<file path="src/asrc_consts.vh">
// timing and field constants for the async sram host controller
// Notes on behaviour
// - strobe high under select means read
// - write starts at later falling strobe
// - host drives data only after strobe-off time
// - address changes only with a strobe high
// - address 20 ns, data 10 ns before end
`ifndef ASRC_CONSTS_VH
`define ASRC_CONSTS_VH
`define ASRC_CLK_PS          4000
`define ASRC_SEL_ACCESS_PS   25000
`define ASRC_ADDR_ACCESS_PS  25000
`define ASRC_WZ_PS           15000
`define ASRC_WP_PS           20000
`define ASRC_DW_PS           10000
`define ASRC_DH_PS           3000
`define ASRC_WR_PS           2000
`define ASRC_AW_PS           20000
`define ASRC_CEIL(t)         (((t) + `ASRC_CLK_PS - 1) / `ASRC_CLK_PS)
`define ASRC_CNT_W           4
`define ASRC_ADDR_W          12
`define ASRC_DATA_W          4
`endif

</file>
<file path="src/asrc_host.v">
// host side controller driving a 4k by 4 asynchronous static ram
`timescale 1ns/100ps
`default_nettype none
`include "asrc_consts.vh"
module asrc_host
#(
    parameter ADDR_W = `ASRC_ADDR_W,          // word select width
    parameter DATA_W = `ASRC_DATA_W           // word width
)
(
    input  wire              clk,
    input  wire              sys_rst,
    input  wire              reqValid,        // user request strobe
    input  wire              reqWrite,        // 1 write, 0 read
    input  wire [ADDR_W-1:0] reqAddr,         // word address
    input  wire [DATA_W-1:0] reqWdata,        // write data
    output reg               reqReady,        // idle, can take request
    output reg               rspValid,        // one-cycle completion
    output reg  [DATA_W-1:0] rspRdata,        // read word
    output reg               selectN,         // chip select, low active
    output reg               strobeN,         // write strobe, low active
    output reg  [ADDR_W-1:0] wordSelectLines, // address pins
    output reg  [DATA_W-1:0] dataOut,         // data pin drive value
    output reg               dataOeN,         // low while host drives
    input  wire [DATA_W-1:0] dataIn           // data pin level
);
    // request sequence, one at a time:
    //   read : select low with the address, wait the access time,
    //          sample the pins, select high and report
    //   write: select and strobe low together, wait until the ram has let
    //          go of the pins, drive data, raise strobe, release, deselect
    // ready drops on the edge a request is taken and returns with the
    // report, so a new request can be taken right after

    // wait lengths in whole cycles, least times rounded up; kept as
    // integers so the 32-bit division never lands in a narrow count
    localparam integer ACC_CYC  = `ASRC_CEIL(`ASRC_SEL_ACCESS_PS);
    localparam integer WZ_CYC   = `ASRC_CEIL(`ASRC_WZ_PS);
    localparam integer DW_CYC   = `ASRC_CEIL(`ASRC_DW_PS);
    localparam integer WP_CYC   = `ASRC_CEIL(`ASRC_WP_PS);
    localparam integer AW_CYC   = `ASRC_CEIL(`ASRC_AW_PS);
    localparam integer HOLD_CYC = `ASRC_CEIL(`ASRC_DH_PS);

    // counter loads, cut to the counter width on purpose
    localparam [`ASRC_CNT_W-1:0] T_ACC  = ACC_CYC[`ASRC_CNT_W-1:0];
    localparam [`ASRC_CNT_W-1:0] T_WZ   = WZ_CYC[`ASRC_CNT_W-1:0];
    localparam [`ASRC_CNT_W-1:0] T_DW   = DW_CYC[`ASRC_CNT_W-1:0];
    localparam [`ASRC_CNT_W-1:0] T_WP   = WP_CYC[`ASRC_CNT_W-1:0];
    localparam [`ASRC_CNT_W-1:0] T_AW   = AW_CYC[`ASRC_CNT_W-1:0];
    localparam [`ASRC_CNT_W-1:0] T_HOLD = HOLD_CYC[`ASRC_CNT_W-1:0];

    // the counter spends one cycle more than it is loaded with, so the
    // hold load is one less: the pins go free one cycle after strobe
    // rise, before the ram can turn its outputs back on under select
    localparam [`ASRC_CNT_W-1:0] T_HOLD_LD = T_HOLD - 1'b1;

    // one-hot states
    localparam [5:0] S_IDLE  = 6'h01;         // deselected standby
    localparam [5:0] S_RD    = 6'h02;         // read access wait
    localparam [5:0] S_WZ    = 6'h04;         // strobe low, bus not ours
    localparam [5:0] S_WD    = 6'h08;         // data driven, pulse on
    localparam [5:0] S_WH    = 6'h10;         // strobe high, hold data
    localparam [5:0] S_REL   = 6'h20;         // release bus, deselect

    reg  [5:0]              state_q;
    reg  [5:0]              state_d;
    reg                     load;              // start wait counter
    reg  [`ASRC_CNT_W-1:0]  count;             // wait length
    wire                    done;              // wait finished
    wire                    take;              // request accepted here

    // a request is taken only in standby, with ready already shown
    assign take = reqValid && reqReady;

    // one wait counter serves every timed step; steps never overlap,
    // so sharing it costs nothing and keeps the counts in one place
    asrc_delay u_delay
    (
        .clk     (clk),
        .sys_rst (sys_rst),
        .load    (load),
        .count   (count),
        .done    (done)
    );

    // write pulse must cover both data setup and strobe pulse width
    function [`ASRC_CNT_W-1:0] maxCnt;
        input [`ASRC_CNT_W-1:0] a;
        input [`ASRC_CNT_W-1:0] b;
        begin
            maxCnt = (a > b) ? a : b;
        end
    endfunction

    // next state and wait loading
    always @*
    begin
        state_d = state_q;
        load    = 1'b0;
        count   = {`ASRC_CNT_W{1'b0}};
        case (state_q)
            // standby: a taken request picks read or write
            S_IDLE:
            begin
                if (take)
                begin
                    load = 1'b1;
                    if (reqWrite)
                    begin
                        state_d = S_WZ;
                        count   = T_WZ;
                    end
                    else
                    begin
                        state_d = S_RD;
                        count   = T_ACC;
                    end
                end
            end
            // read: back to standby once the access time is over
            S_RD:
                if (done)
                    state_d = S_IDLE;
            // write, strobe low: the ram may still drive the pins
            S_WZ:
                if (done)
                begin
                    state_d = S_WD;
                    load    = 1'b1;
                    // strobe low long enough for pulse, address and data
                    count   = maxCnt(T_DW, maxCnt(T_WP, T_AW) - T_WZ);
                end
            // write, data driven: wait out the setup before strobe rise
            S_WD:
                if (done)
                begin
                    state_d = S_WH;
                    load    = 1'b1;
                    count   = T_HOLD_LD;
                end
            // write, strobe high: hold data, then release
            S_WH:
                if (done)
                    state_d = S_REL;
            // pins released: deselect and report on the next edge
            S_REL:
                state_d = S_IDLE;
            // unknown code: recover to standby
            default:
                state_d = S_IDLE;
        endcase
    end

    // pin and response registers; address only moves while select high
    always @(posedge clk)
    begin
        if (sys_rst)
        begin
            // standby pins: deselected, strobe high, bus released
            state_q         <= S_IDLE;
            reqReady        <= 1'b0;
            rspValid        <= 1'b0;
            rspRdata        <= {DATA_W{1'b0}};
            selectN         <= 1'b1;
            strobeN         <= 1'b1;
            wordSelectLines <= {ADDR_W{1'b0}};
            dataOut         <= {DATA_W{1'b0}};
            dataOeN         <= 1'b1;
        end
        else
        begin
            state_q  <= state_d;
            rspValid <= 1'b0;
            reqReady <= (state_d == S_IDLE);
            case (state_q)
                // standby: drive address, data and controls on a take
                S_IDLE:
                    if (take)
                    begin
                        // select, and strobe on a write, low in one edge: address set at start
                        wordSelectLines <= reqAddr;
                        dataOut         <= reqWdata;
                        selectN         <= 1'b0;
                        strobeN         <= !reqWrite;
                    end
                // read: sample the pins and deselect in one edge
                S_RD:
                    if (done)
                    begin
                        rspRdata <= dataIn;
                        rspValid <= 1'b1;
                        selectN  <= 1'b1;
                    end
                // ram has let go of the pins, start driving data
                S_WZ:
                    if (done)
                        dataOeN <= 1'b0;
                // setup met, end the write with the strobe
                S_WD:
                    if (done)
                        strobeN <= 1'b1;
                // hold met, free the pins while select is still low
                S_WH:
                    if (done)
                        dataOeN <= 1'b1;
                // deselect and report the finished write
                S_REL:
                begin
                    selectN  <= 1'b1;
                    rspValid <= 1'b1;
                end
                // unknown code: drop every control to its idle level
                default:
                begin
                    selectN <= 1'b1;
                    strobeN <= 1'b1;
                    dataOeN <= 1'b1;
                end
            endcase
        end
    end
endmodule // asrc_host
`default_nettype wire

</file>
<file path="src/asrc_delay.v">
// small down counter that flags when a programmed wait is over
`timescale 1ns/100ps
`default_nettype none
`include "asrc_consts.vh"
module asrc_delay
(
    input  wire                   clk,
    input  wire                   sys_rst,
    input  wire                   load,       // start a new wait
    input  wire [`ASRC_CNT_W-1:0] count,      // cycles to wait
    output wire                   done        // wait over
);
    reg [`ASRC_CNT_W-1:0] cnt_q;              // cycles left

    // load wins over counting so a back to back wait restarts cleanly
    always @(posedge clk)
    begin
        if (sys_rst)
            cnt_q <= {`ASRC_CNT_W{1'b0}};
        else if (load)
            cnt_q <= count;
        else if (cnt_q != {`ASRC_CNT_W{1'b0}})
            cnt_q <= cnt_q - 1'b1;
    end

    // flag from the count alone: a done that looked at load would loop
    // back through the caller, which loads on done
    assign done = (cnt_q == {`ASRC_CNT_W{1'b0}});
endmodule // asrc_delay
`default_nettype wire

</file>
<file path="config.mk">
export PLATFORM = sky130hd
export DESIGN_NAME = asrc_host
export DESIGN_NICKNAME = d
export VERILOG_FILES = /design/src/asrc_host.v /design/src/asrc_delay.v
export VERILOG_INCLUDE_DIRS = /design/src
export SDC_FILE = /design/constraint.sdc
export NUM_CORES = 1
export LEC_CHECK = 0
export BUFFER_PORTS_ARGS = -buffer_cell sky130_fd_sc_hd__buf_4
export CORE_ASPECT_RATIO = 1.1
export CORE_UTILIZATION = 30
export CTS_CLUSTER_DIAMETER = 200
export DETAILED_ROUTE_END_ITERATION = 10
export GPL_TIMING_DRIVEN = 1
export HOLD_SLACK_MARGIN = 0.03
export MAX_ROUTING_LAYER = met4
export SLEW_MARGIN = 5
export SYNTH_ARGS = -nofsm -noshare
export SYNTH_HDL_FRONTEND = slang
export SYNTH_HIERARCHICAL = 1
export SYNTH_SLANG_ARGS = --single-unit
</file>
<file path="constraint.sdc">
create_clock -name clk -period 4.01 [get_ports clk]
set_input_delay 0.401 -clock clk [delete_from_list [all_inputs] [get_ports clk]]
set_output_delay 0.401 -clock clk [all_outputs]
set_load 0.01 [all_outputs]
</file>
Word level (Yosys, flattened, before mapping)
Index checks and enable logic that the tools add are counted.
{"block": "totals", "register_bits": 35, "input_bits": 24, "word_cells": 64, "output_inout_bits": 25, "mem_bits_ro": 0, "memories": 0, "latchBits": 0, "ram_bits": 0}
{"block": "op_classes", "div_mod_pow": 0, "n_reduce_logical": 14, "n_lt_le_gt_ge": 0, "n_eq_ne": 12, "shifts": 0, "mux": 24, "bitwise": 3, "n_mul": 0, "add_sub_neg": 1}
{"op": "$mux 6", "n": 5}
{"op": "$pmux 6 s5", "n": 1}
{"op": "$eq 6x1->1 const B", "n": 2}
{"op": "$ne 2x2->1 const B", "n": 5}
{"op": "$pmux 1 s3", "n": 3}
{"op": "$reduce_and 3->1", "n": 3}
{"op": "$mux 4", "n": 2}
{"op": "$reduce_or 4->1", "n": 2}
{"op": "$eq 6x2->1 const B", "n": 1}
{"op": "$eq 6x3->1 const B", "n": 1}
{"op": "$eq 6x4->1 const B", "n": 1}
{"op": "$eq 6x5->1 const B", "n": 1}
{"op": "$eq 6x6->1 const B", "n": 1}
{"op": "$mux 1", "n": 6}
{"op": "$mux 3", "n": 2}
{"op": "$pmux 3 s2", "n": 1}
{"op": "$logic_not 4->1", "n": 1}
{"op": "$mux 2", "n": 2}
{"op": "$pmux 1 s2", "n": 2}
{"op": "$reduce_and 2->1", "n": 2}
{"op": "$reduce_bool 4->1", "n": 1}
{"op": "$sub 4x1->4 const B", "n": 1}
{"op": "$not 1->1", "n": 3}
{"op": "$reduce_or 3->1", "n": 1}
{"op": "4 further kinds", "n": 4}

Logic depth before layout (Yosys ltp)
{"block": "depth", "word_depth": 4, "ltp_mapped": 9, "ltp_nobuf": 8}

Modules after synthesis
The synthesis kept the hierarchy.
{"module": "asrc_host", "area_each_um2": 1436.4, "n_inst": 1, "seq_area_each_um2": 620.6, "cells_each": 177}
{"module": "asrc_delay", "area_each_um2": 229.0, "n_inst": 1, "seq_area_each_um2": 80.1, "cells_each": 24}

Least setup slack after synthesis
OpenSTA, ideal clock, no wires.
{"block": "synth_timing", "path_type": "flip-flop to flip-flop", "from": "register state_q[4]", "to": "register u_delay.cnt_q[3]", "period_less_slack_ns": 1.987, "path_buffers": 2, "path_stages_with_launch": 8, "path_slack_ns": 2.023, "setup_time_ns": 0.128, "t_required_ns": 3.882, "arrival_time_ns": 1.859, "path_cell_list": "dfxtp_1 > or3_4 > or4_4 > buf_2 > buf_6 > nand2_1 > or2_2 > o32ai_1"}
{"block": "synth_via", "elab_chain_len": 4, "word_cells_on_any_way": 7, "classes_between": "eq/ne: 3; mux: 2; reduce/logical: 2"}
{"item": "from (decl)", "line": "asrc_host.v:65", "source": "reg [5:0] state_q;"}
{"item": "from (signal assigned)", "line": "asrc_host.v:172", "source": "state_q <= state_d;"}
{"item": "$eq 6x4->1 / $eq 6x3->1 (equally long branches)", "line": "asrc_host.v:101", "source": "case (state_q)"}
{"item": "$reduce_or 2->1 (no source line)"}
{"item": "$pmux 1 s2 (*)", "line": "asrc_host.v:101"}
{"item": "named net load", "line": "asrc_host.v:67", "source": "reg load;"}
{"item": "$mux 4 / $reduce_bool 2->1 (equally long branches)"}
{"item": "to (signal assigned)", "line": "asrc_delay.v:19", "source": "cnt_q <= {`ASRC_CNT_W{1'b0}};"}
{"item": "to (signal assigned)", "line": "asrc_delay.v:21", "source": "cnt_q <= count;"}
{"item": "to (signal assigned)", "line": "asrc_delay.v:23", "source": "cnt_q <= cnt_q - 1'b1;"}
{"item": "to (decl)", "line": "asrc_delay.v:13", "source": "reg [`ASRC_CNT_W-1:0] cnt_q;"}
The timed path passes the listed nets; every way through them passes the cells marked *.
A chain may end at the register's enable or synchronous reset.

Final worst setup path
{"block": "layout_timing", "from": "register state_q[4]", "to": "register u_delay.cnt_q[2]"}
{"block": "layout_via", "elab_chain_len": 4, "word_cells_on_any_way": 8, "classes_between": "eq/ne: 3; mux: 3; reduce/logical: 2"}
{"item": "$eq 6x4->1 / $eq 6x3->1 (equally long branches)", "line": "asrc_host.v:101"}
{"item": "$reduce_or 2->1 (no source line)"}
{"item": "$pmux 1 s2", "line": "asrc_host.v:101"}
{"item": "$mux 4 / $reduce_bool 2->1 (equally long branches)"}
Several ways; a longest one is shown, not always the timed one.

==> out/metrics.yaml <==
die:
  start_util_pct: 31.1
  num_rows: 28
  core_um2: 5360
  io_pins: 49
  die_h_um: 80.1
  fp.dieArea_um2: 5850
  die_x_um: 73.0
placed_design:
  dp_cells: 311
  hpwlAfterDp_mm: 2.61
  io_buffers: 48
  gp_congestion: 0.775
min_path:
  hold_class: "primary input to register"
synthesis:
  yosysWarnings: 6
  ys_seq_elements: 35
  ys_async_sr_fraction_pct: 0
  synth_area_per_cell_um2: 8.29
  seq_area_frac_synth_pct: 42.1
  syn_area_um2: 1670
  ys.flop_type: "dfxtp_1"
  synth_edf_count: 0
  syn-instance-count: 201
  synth_fp_nets: 226
  yosysUniqueCellTypes: 48
worst_setup_path:
  cp_slowest_cell: "or4_4"
  worstSetupPathType: "register to register"
  cp-start-kind: "register"
  cp_max_fo: 20
  slowest_delay_ps: 630
  cp.arrival_ps: 2430
  end_kind: "register"
  cp.required_ps: 4220
  crit_path_cell_trace: "or3_4 > or4_4 > inv_2 > nor2b_1 > nor3_1"
clock_tree:
  postCtsSetupBuffers: 0
  clock-sinks: 35
  cts_root_buf: "clkbuf_8"
  hold_buffers: 0
  ctsResizeCount: 0
  clk_latency_ps: 290
  path_clk_slew_ps: 70
  cts_tree: "done"
  cts_max_level: 2
  cts_made_buffers: 5
  cts_max_path_buffers: 2
final_layout:
  n_antenna_cell: 0
  mostFrequentLayoutCells: "buf_4, nand2_1, dfxtp_1, a21oi_1, nor2_1"
  final_nets: 268
  layout_commonest_cell: "buf_4"
  areaGrowthSynthToFinish_pct: 29.1
  drive_above_1_share_pct: 27.5
  final_cells: 319
  fin_util_pct: 40.1
  n_fill_cell: 553
sta:
  slew_violations: 0
  tightestPinTransition_ps: 581
  finalClockSkew_ps: 7.54
  setup-violations-final: 0
  final_hold_viol_count: 0
  setup_tns_ps: 0
  max_freq_mhz: 451
  slew_headroom_pct: 60.9
  rsz0062_at_grt: "false"
  min_period_over_period_pct: 55.3
  period_minus_slack_ps: 2220
detailed_routing:
  routed-via-count: 1521
  wl_mm: 3.79
  wl_met1_mm: 1.80
  drtIter0Drc: 69
  first_pass_iters: 4
  ant_nets: 0
  vias_per_cell: 4.77
  met3WireLength_um: 188
  wire_per_inst_um: 11.9
  drc: 0
  met2_length_mm: 1.71
  routed.top_layer: "met4"
outcome:
  status: "completed"
global_route:
  track_usage_pct: 14.3
  grt_pass1_wl_mm: 6.31
  grt_remaining_overflow: 0
  grt_antenna_before_repair: 0
  grt_pass1_vias: 1355
  grt_max_degree: 36
pwr:
  powerDensity_nw_per_um2: 464
  leakage_nw: 0.852
  peakVddDrop_mv: 0.233
run:
  maxCapViolCount: 0
[through the flow]
stage	setup slack, ps	instance area, um^2	hold slack, ps	power, W
after floorplan	2020	1670	480	0.000656
after global placement	1850	2050	451	0.000737
after detailed placement	1810	2050	449	0.000735
after CTS	1780	2150	347	0.00101
after global routing	1650	2150	357	0.00106
final	1790	2150	348	0.000996
[sequential cells by signal, indices dropped and copies added, names as in the netlist]
| signal | count |
|---|---|
| rspValid | 1 |
| selectN | 1 |
| u_delay/cnt_q | 4 |
| wordSelectLines | 12 |
| strobeN | 1 |
| rspRdata | 4 |
| dataOeN | 1 |
| dataOut | 4 |
| reqReady | 1 |
| state_q | 6 |
[synth_stat cells, drive strengths merged, types with 2 or more instances]
cell / instances / area [um^2]
nand2b: 4 / 25.0
nand3: 4 / 20.0
inv: 3 / 11.3
buf: 3 / 27.5
a22oi: 2 / 15.0
a21oi: 18 / 90.1
nor3: 10 / 55.1
dfxtp: 35 / 701
a211o: 3 / 26.3
or3: 4 / 35.0
xnor2: 3 / 26.3
or2: 2 / 12.5
clkbuf: 10 / 37.5
nand3b: 2 / 15.0
o22ai: 2 / 12.5
a32oi: 2 / 17.5
mux2i: 6 / 60.1
nor3b: 4 / 41.3
o211ai: 2 / 15.0
nand2: 38 / 143
nor2b: 7 / 43.8
or4: 3 / 30.0
nor2: 15 / 58.8
o21ai: 3 / 15.0
[worst max-delay path: cells and delay by family (launching register included)]
family                 cells  cell delay, ps
DFF                        1             480
buffers and inverters      1             290
and+or+nand+nor            4            1350
[where the power goes]
part / internal, W / total, W / switching, W
logic: 0.000150 / 0.000308 / 0.000158
registers: 0.000385 / 0.000421 / 0.0000355
clock network: 0.000141 / 0.000267 / 0.000127
total: 0.000676 / 0.000996 / 0.000321
[path summary, 6_finish.rpt]
path / start / cells after the start / slack [ps] / end
worst max-delay path: state_q[4]$_SDFF_PP0_ / 5 / 1790 / u_delay/cnt_q[2]$_SDFFE_PP0P_
worst min-delay path: dataIn[3] / 3 / 350 / rspRdata[3]$_SDFFE_PP0P_
worst min register to register: wordSelectLines[0]$_SDFFE_PP0P_ / 2 / 460 / wordSelectLines[0]$_SDFFE_PP0P_
worst max register to register: state_q[4]$_SDFF_PP0_ / 5 / 1790 / u_delay/cnt_q[2]$_SDFFE_PP0P_
[layout make-up]
cell class	instances	area (um^2)	area share, %
Sequential cell	35	701	32.6
Inverter	3	11.3	0.524
Clock inverter	1	8.76	0.407
Timing Repair Buffer	48	360	16.8
Tap cell	75	93.8	4.37
Clock buffer	7	86.3	4.02
Multi-Input combinational cell	150	888	41.3
[per-layer routing]
metal / GRT usage (%) / vias up
met1: 18.6 / 683
met2: 20.7 / 52
met4: 7.65 / 0
li1: - / 778
met3: 2.76 / 8
met5: - / -
[logic make-up (layout without fill, tap and decap cells)]
group                    Yosys count  after routing  synth area share, %
AO/OA/AOI/OAI                     38             38                 14.6
XOR/XNOR                           4              4                 2.10
adder cells (fa/ha/maj)            1              1                0.751
buffers and inverters             16             59                 4.58
flip-flops                        35             35                 42.1
multiplexers                       7              7                 4.28
other                              1              1                0.225
AND/OR/NAND/NOR                   99             99                 31.4
Note: power is estimated with default switching activity, not from simulation.
